**config.mk**
```make
export PLATFORM = sky130hd
export DESIGN_NAME = identify_parameter_page
export DESIGN_NICKNAME = d
export VERILOG_FILES = /design/src/logic/identify_parameter_page.v
export VERILOG_INCLUDE_DIRS = /design/src /design/src/logic
export SDC_FILE = /design/constraint.sdc
export NUM_CORES = 2
export LEC_CHECK = 0
export BUFFER_PORTS_ARGS = -buffer_cell sky130_fd_sc_hd__buf_2
export CAP_MARGIN = 0
export CORE_AREA = 4 4 281 283
export CTS_BUF_LIST = sky130_fd_sc_hd__clkbuf_4 sky130_fd_sc_hd__clkbuf_8
export DETAILED_ROUTE_END_ITERATION = 8
export DIE_AREA = 0 0 285 287
export PLACE_DENSITY_LB_ADDON = 0.15
export SYNTH_ARGS = -nofsm -noshare
export SYNTH_HDL_FRONTEND = slang
export SYNTH_SLANG_ARGS = --single-unit
```
**constraint.sdc**
```tcl
create_clock -name i_clk -period 14.5 [get_ports i_clk]
set_input_delay 4.35 -clock i_clk [delete_from_list [all_inputs] [get_ports i_clk]]
set_output_delay 4.35 -clock i_clk [all_outputs]
set_load 0.005 [all_outputs]
```
**src/logic/ident_page_defines.vh**
```
// Constants for the identify parameter page generator.
// Assumes inclusion by the page generator only; definitions only.
`ifndef IDENT_PAGE_DEFINES_VH
`define IDENT_PAGE_DEFINES_VH
`define W_GEN_CONFIG      16'h044A
`define W_BUFFER_TYPE     16'h0002
`define W_MULTI_MAX_HI    8'h80
`define W_CAPABILITIES    16'h0B00
`define W_PIO_TIMING      16'h0200
`define W_XLAT_VALID      16'h0007
`define W_MULTI_VALID_HI  8'h01
`define W_DMA_SUPPORTED   16'h0007
`define W_ADV_PIO         16'h0003
`define W_CYCLE_120NS     16'h0078
`define W_MAJOR_VERSION   16'h007E
`define W_MINOR_VERSION   16'h0019
`define W_FEATURES        16'h706B
`define W_SIGNATURE       8'hA5
`define SERIAL_SPACES     80'h2020_2020_2020_2020_2020
`define LAST_WORD         8'hFF
`define DMA_BIT_LO        8
`define DMA_NONE          2'h3
`define WORD_USER_SERIAL  8'h0A
`define WORD_UNIQUE_ID    8'h0F
`define WORD_FIRMWARE     8'h17
`define WORD_MODEL        8'h1B
`endif

```
**src/logic/identify_parameter_page.v**
```verilog
// Identify parameter page generator: streams the 256-word page on a
// valid/ready word port, one word per accepted handshake.
// Assumes a surrounding PIO data-in engine drains the port exactly as
// it drains a sector read, and that all inputs share i_clk.
//
// Summary of operation
// - Page uses sector-read data-in protocol; reserved bits and words read zero.
// - Word 0 reports non-magnetic, hard sectored, fixed, fast, not MFM.
// - Words 7-8 hold sector count, MSW first, equal to first invalid LBA.
// - Serial words 10-19: user ten bytes (default spaces), then preset unique ID.
// - Word 20 reports dual-ported multi-sector buffer type.
// - Word 47 reports maximum sectors per read/write-multiple interrupt.
// - Word 49 sets IORDY, LBA and DMA support bits.
// - Word 53 bits 0,1,2 mark words 54-58, 64-70 and 88 valid.
// - Words 57-58 hold current cylinders times heads times sectors.
// - Word 59 high byte is 01h; low byte is last multiple setting, reset 00h.
// - Word 63 has at most one DMA mode-selected bit set.
// - Word 63 supported bits cumulative: mode 2 implies modes 0 and 1.
// - Word 64 reports PIO modes 3 and 4; bits 7:2 zero; word 53 bit 1 set.
// - Words 65 and 66 report 120 ns multiword DMA cycle time.
// - Host faster than 120 ns may see DMA request pauses; host tolerates them.
// - Words 67 and 68 report 120 ns PIO cycle time, with and without IORDY.
// - Word 80 claims major versions 1 through 6.
// - Word 81 reports the sixth-generation minor revision code.
// - Word 82 reports the fixed feature-support set.
// - Word 255 holds signature A5h low and page checksum high.
`include "ident_page_defines.vh"

module identify_parameter_page (
    // Clock and reset
    input  wire         i_clk,
    input  wire         i_rst_b,
    // Command
    input  wire         i_start,
    // Live configuration
    input  wire [15:0]  i_default_cylinders,
    input  wire [15:0]  i_default_heads,
    input  wire [15:0]  i_default_sectors,
    input  wire [31:0]  i_total_sectors,
    input  wire [15:0]  i_current_cylinders,
    input  wire [15:0]  i_current_heads,
    input  wire [15:0]  i_current_sectors,
    input  wire [7:0]   i_max_multiple,
    input  wire         i_multiple_load,
    input  wire [7:0]   i_multiple_value,
    input  wire [1:0]   i_dma_mode_sel,
    input  wire         i_user_serial_load,
    input  wire [79:0]  i_user_serial,
    input  wire [79:0]  i_unique_id,
    input  wire [63:0]  i_firmware_rev,
    input  wire [319:0] i_model_number,
    // Word stream
    input  wire         i_word_ready,
    output wire         o_word_valid,
    output reg  [15:0]  o_word_data,
    output reg  [7:0]   o_word_index,
    output wire         o_busy,
    output reg          o_done
);

    localparam ST_IDLE = 1'b0;
    localparam ST_SEND = 1'b1;

    reg         state;
    reg [7:0]   index;
    reg [7:0]   byte_sum;
    reg [7:0]   multiple_setting;
    reg [79:0]  user_serial;
    // Snapshot taken at start so the page is self-consistent
    reg [15:0]  snap_cyl;
    reg [15:0]  snap_head;
    reg [15:0]  snap_spt;
    reg [7:0]   snap_multi;
    reg [1:0]   snap_dma;

    wire [47:0] capacity_full = snap_cyl * snap_head * snap_spt;
    wire        accept        = (state == ST_SEND) && i_word_ready;
    wire [7:0]  next_index    = index + 8'h01;
    wire [7:0]  next_sum      = byte_sum + o_word_data[15:8] + o_word_data[7:0];

    reg  [15:0] dma_sel_bits;
    reg  [15:0] page_word;
    reg  [31:0] capacity;
    wire [15:0] user_serial_word;
    wire [15:0] unique_id_word;
    wire [15:0] firmware_word;
    wire [15:0] model_word;

    assign o_word_valid = (state == ST_SEND);
    assign o_busy       = (state == ST_SEND);

    always @* begin
        dma_sel_bits = 16'h0000;
        // Decoder gives one-hot or nothing, so two modes never show at once
        if (snap_dma != `DMA_NONE) begin
            dma_sel_bits[`DMA_BIT_LO + snap_dma] = 1'b1;
        end
    end

    // User serial, left half of the serial field
    ascii_field_word #(
        .WORDS (5)
    ) user_serial_pick (
        .i_field  (user_serial),
        .i_offset (next_index - `WORD_USER_SERIAL),
        .o_word   (user_serial_word)
    );

    // Preset unique value, right half of the serial field
    ascii_field_word #(
        .WORDS (5)
    ) unique_id_pick (
        .i_field  (i_unique_id),
        .i_offset (next_index - `WORD_UNIQUE_ID),
        .o_word   (unique_id_word)
    );

    // Firmware revision text
    ascii_field_word #(
        .WORDS (4)
    ) firmware_pick (
        .i_field  (i_firmware_rev),
        .i_offset (next_index - `WORD_FIRMWARE),
        .o_word   (firmware_word)
    );

    // Model number text
    ascii_field_word #(
        .WORDS (20)
    ) model_pick (
        .i_field  (i_model_number),
        .i_offset (next_index - `WORD_MODEL),
        .o_word   (model_word)
    );

    // Word content for a given address
    always @* begin
        page_word = 16'h0000;
        case (next_index)
            // Identification and default geometry
            8'h00: page_word = `W_GEN_CONFIG;
            8'h01: page_word = i_default_cylinders;
            8'h02: page_word = 16'h0000;
            8'h03: page_word = i_default_heads;
            8'h04: page_word = 16'h0000;
            8'h05: page_word = 16'h0000;
            8'h06: page_word = i_default_sectors;
            8'h07: page_word = i_total_sectors[31:16];
            8'h08: page_word = i_total_sectors[15:0];
            8'h09: page_word = 16'h0000;

            // Text fields, first character in the high byte
            8'h0A, 8'h0B, 8'h0C, 8'h0D, 8'h0E: page_word = user_serial_word;
            8'h0F, 8'h10, 8'h11, 8'h12, 8'h13: page_word = unique_id_word;
            8'h14: page_word = `W_BUFFER_TYPE;
            8'h15: page_word = 16'h0000;
            8'h16: page_word = 16'h0000;
            8'h17, 8'h18, 8'h19, 8'h1A: page_word = firmware_word;
            8'h1B, 8'h1C, 8'h1D, 8'h1E, 8'h1F,
            8'h20, 8'h21, 8'h22, 8'h23, 8'h24,
            8'h25, 8'h26, 8'h27, 8'h28, 8'h29,
            8'h2A, 8'h2B, 8'h2C, 8'h2D, 8'h2E: page_word = model_word;

            // Capabilities and current translation
            8'h2F: page_word = {`W_MULTI_MAX_HI, i_max_multiple};
            8'h30: page_word = 16'h0000;
            8'h31: page_word = `W_CAPABILITIES;
            8'h32: page_word = 16'h0000;
            8'h33: page_word = `W_PIO_TIMING;
            8'h34: page_word = 16'h0000;
            8'h35: page_word = `W_XLAT_VALID;
            8'h36: page_word = snap_cyl;
            8'h37: page_word = snap_head;
            8'h38: page_word = snap_spt;
            8'h39: page_word = capacity[15:0];
            8'h3A: page_word = capacity[31:16];
            8'h3B: page_word = {`W_MULTI_VALID_HI, snap_multi};
            8'h3C: page_word = i_total_sectors[15:0];
            8'h3D: page_word = i_total_sectors[31:16];
            8'h3E: page_word = 16'h0000;

            // Transfer modes and cycle times
            8'h3F: page_word = dma_sel_bits | `W_DMA_SUPPORTED;
            8'h40: page_word = `W_ADV_PIO;
            8'h41: page_word = `W_CYCLE_120NS;
            8'h42: page_word = `W_CYCLE_120NS;
            8'h43: page_word = `W_CYCLE_120NS;
            8'h44: page_word = `W_CYCLE_120NS;
            8'h45: page_word = 16'h0000;
            8'h46: page_word = 16'h0000;
            8'h47: page_word = 16'h0000;
            8'h48: page_word = 16'h0000;
            8'h49: page_word = 16'h0000;
            8'h4A: page_word = 16'h0000;
            8'h4B: page_word = 16'h0000;
            8'h4C: page_word = 16'h0000;
            8'h4D: page_word = 16'h0000;
            8'h4E: page_word = 16'h0000;
            8'h4F: page_word = 16'h0000;

            // Versions and features
            8'h50: page_word = `W_MAJOR_VERSION;
            8'h51: page_word = `W_MINOR_VERSION;
            8'h52: page_word = `W_FEATURES;
            // Checksum makes the sum of all 512 bytes zero
            `LAST_WORD: page_word = {8'h00 - next_sum - `W_SIGNATURE,
                                     `W_SIGNATURE};
            default: page_word = 16'h0000;
        endcase
    end

    // Registered so the three-way product has many cycles to settle
    always @(posedge i_clk or negedge i_rst_b) begin
        if (!i_rst_b) begin
            capacity <= 32'h0000_0000;
        end else begin
            capacity <= capacity_full[31:0];
        end
    end

    // Live settings kept across commands
    always @(posedge i_clk or negedge i_rst_b) begin
        if (!i_rst_b) begin
            multiple_setting <= 8'h00;
            user_serial      <= `SERIAL_SPACES;
        end else begin
            if (i_multiple_load) begin
                multiple_setting <= i_multiple_value;
            end
            if (i_user_serial_load) begin
                user_serial <= i_user_serial;
            end
        end
    end

    always @(posedge i_clk or negedge i_rst_b) begin
        if (!i_rst_b) begin
            state        <= ST_IDLE;
            index        <= 8'h00;
            byte_sum     <= 8'h00;
            o_word_data  <= 16'h0000;
            o_word_index <= 8'h00;
            o_done       <= 1'b0;
            snap_cyl     <= 16'h0000;
            snap_head    <= 16'h0000;
            snap_spt     <= 16'h0000;
            snap_multi   <= 8'h00;
            snap_dma     <= `DMA_NONE;
        end else begin
            o_done <= 1'b0;
            case (state)
                ST_IDLE: begin
                    if (i_start) begin
                        // Snapshot first, word 0 is constant so no hazard
                        snap_cyl     <= i_current_cylinders;
                        snap_head    <= i_current_heads;
                        snap_spt     <= i_current_sectors;
                        snap_multi   <= multiple_setting;
                        snap_dma     <= i_dma_mode_sel;
                        index        <= 8'h00;
                        byte_sum     <= 8'h00;
                        o_word_data  <= `W_GEN_CONFIG;
                        o_word_index <= 8'h00;
                        state        <= ST_SEND;
                    end
                end
                ST_SEND: begin
                    if (accept) begin
                        if (index == `LAST_WORD) begin
                            state  <= ST_IDLE;
                            o_done <= 1'b1;
                        end else begin
                            index        <= next_index;
                            byte_sum     <= next_sum;
                            o_word_data  <= page_word;
                            o_word_index <= next_index;
                        end
                    end
                end
                default: begin
                    state <= ST_IDLE;
                end
            endcase
        end
    end

endmodule

// Picks one word of a packed text field, first word in the top bits.
// Offsets outside the field give zero, so callers may pass any address.
module ascii_field_word #(
    parameter WORDS = 5
) (
    // Field and word offset
    input  wire [16*WORDS-1:0] i_field,
    input  wire [7:0]          i_offset,
    // Selected word
    output reg  [15:0]         o_word
);

    integer k;

    always @* begin
        o_word = 16'h0000;
        for (k = 0; k < WORDS; k = k + 1) begin
            if (i_offset == k[7:0]) begin
                o_word = i_field[16*(WORDS-1-k) +: 16];
            end
        end
    end

endmodule

```
==> results.yml <==
clocking:
  cts_buffer_depth: 3
  cts_tree: "done"
  htreeDepth: 2
  cts.repair.resized: 0
  clkTransAtPathRegs_ps: 70
  cts_setup_buffers: 0
  cts_made_buffers: 43
  root_buffer: "clkbuf_8"
  clock_latency_ps: 660
  clock_sinks: 212
  holdBufCountCts: 0
timing:
  finalSetupViolCount: 0
  clock-skew-final_ps: 41.9
  tns_ps: 0
  rsz0062_at_grt: "no"
  finalCriticalPeriod_ps: 12190
  relSlewSlack_pct: 27.6
  slew_violations: 0
  min_period_over_period_pct: 84.1
  max_slew.worst_pin.slew_ps: 1090
  max_freq_mhz: 82.0
  hold_viol_final: 0
finish:
  num-nets-final: 6027
  layout-area-overhead-vs-synth_pct: 16.5
  drive_above_1_share_pct: 22.6
run:
  cap_violations: 0
detailed_routing:
  drc: 0
  drt_iter0_markers: 2974
  vias: 32800
  routed_via_density: 5.73
  drtPass1Iterations: 6
  drt_wl_total_mm: 151
  ant_nets: 0
  routedWlPerCell_um: 26.4
synth:
  synth-adder-area-share_pct: 35.7
  synth.most_common_cell: "nand2_1"
  ys.warnings.count: 0
  syn_area_um2: 34900
  synth_fp_nets: 5428
  synth_commonest_cells: "nand2_1 (670), inv_1 (578), fa_1 (506)"
  yosys-top-cells-area: "fa_1 (29%), dfrtp_1 (14%), nand2_1 (7.2%)"
  synthMuxAreaShare_pct: 3.04
  syn_inst: 4040
  ys_seq_elements: 212
  synth.distinct_cells: 101
  syn_area_per_cell_um2: 8.63
  synth_compound_area_share_pct: 14.3
  synthFlopType: "dfrtp_1"
  synth-xor-area-share_pct: 2.93
  yosysTopAreaCellShare_pct: 29.0
  ys_async_sr_fraction_pct: 100
  synth_top_family_by_area: "adder cells"
  synth_edf_count: 0
  synth_largest_area_cell: "fa_1"
  synth_seq_area_share_pct: 15.3
  yosys.area_share.simple_pct: 19.7
floorplanning:
  die_w_um: 285
  ios: 723
  rows: 102
  die-area_um2: 81800
  fp.dieH_um: 287
  core-area_um2: 76700
  start_util_pct: 45.5
placement:
  place.gp.congestion: 1.01
  dpl.hpwl_mm: 124
  io_buffers: 722
worst_setup_path:
  path_max_fanout: 18
  arrival_ps: 12730
  end_kind: "flip-flop"
  cp.depth: 37
  path_delay_family: "adder cells"
  crit_path_start: "snap_cyl[10]"
  critPathKind: "reg -> reg"
  critPathBufInv: 5
  cpMostUsedCell: "fa_1"
  slowest_stage: "dfrtp_1"
  ff2ff_path_depth: 37
  r2r-start: "snap_cyl[10]"
  required_ps: 15040
  start_kind: "flip-flop"
  slowest_delay_ps: 760
  reg2reg_slack_ps: 2310
grt:
  grt_pass1_vias: 33100
  grt_max_degree: 100
  antenna_found_initial: 21
  grt_usage_pct: 36.3
  grt_pass1_wl_mm: 221
  grt_overflow: 0
worst_hold_path:
  hold_path.class: "reg -> reg"
  hp-start: "multiple_setting[6]"
  holdPathStages: 2
outcome:
  status: "finished, final reports clean"
[layer usage]
layer	global-route usage (%)	wire [um]	vias to the layer above
met5	0	96	-
met4	22.7	11200	14
met3	6.56	12600	333
met2	57.0	69000	1610
met1	46.8	58400	16300
li1	-	-	14500
[worst min-delay path, delay by kind of cell, from the launching register on]
kind	cells	cell delay, ps
flops	1	340
simple gates	2	100
[placed cells by master (no fill, tap or decap), types with 27 or more instances in the layout]
cell type    n
a22oi_1     90
inv_1      578
nand3_1     58
nor2_1     157
a221oi_1    71
nor3_1      56
buf_2      720
nand2b_1    28
buf_4       76
o22ai_1     27
and3_1      39
dfrtp_1    199
nand2_1    670
o21ai_0    103
and2_1     277
a211oi_1    37
clkbuf_8    58
fa_1       506
ha_1       185
a21oi_1    128
xnor2_1     65
mux2_2      88
[area by class of cell]
type                       count  area [um^2]
inverter                     579         2170
clock inverter                10          154
clock buffer                  68          873
sequential                   212         5320
antenna                        9         22.5
timing repair buffer         797         4190
fill                        7437        36100
multi-input combinational   3006        26600
tap                         1040         1300
[metrics by stage]
step / utilization (%) / hold WS (ps) / cells / cell area (um^2) / setup WS, ps
floorplan: - / 435 / 4040 / 34900 / 3060
global placement: 51.6 / 455 / 5634 / 39600 / 2420
detailed placement: 51.6 / 453 / 5634 / 39600 / 2260
CTS: 52.9 / 475 / 5712 / 40600 / 2260
global route: 53.0 / 499 / 5719 / 40600 / 1650
finish: 53.0 / 475 / 5721 / 40600 / 2310
[flip-flops by register name, summed over array words and instances, names as in the netlist, 2 cells and up]
signal            count
multiple_setting      8
snap_head            16
index                 8
capacity             32
snap_dma              2
byte_sum              8
snap_spt             16
o_word_data          16
snap_cyl             16
user_serial          80
snap_multi            8
[path summary, 6_finish.rpt]
path	to
worst max-delay path	capacity[31]
worst min-delay path	snap_multi[6]
worst max register to register	capacity[31]
worst min register to register	snap_multi[6]
max in group asynchronous	snap_spt[3]
min in group asynchronous	capacity[6]
[cell families after synthesis]
kind of cell,Yosys count
DFF,212
adders and majority gates,692
buffers and inverters,822
xor gates and xnor gates,101
muxes,95
and+or+nand+nor,1421
AOI/OAI and AO/OA,697
Power is left out: the tool's default activity adds up to more than one toggle a clock period on the data nets, which glitch-free logic cannot reach.
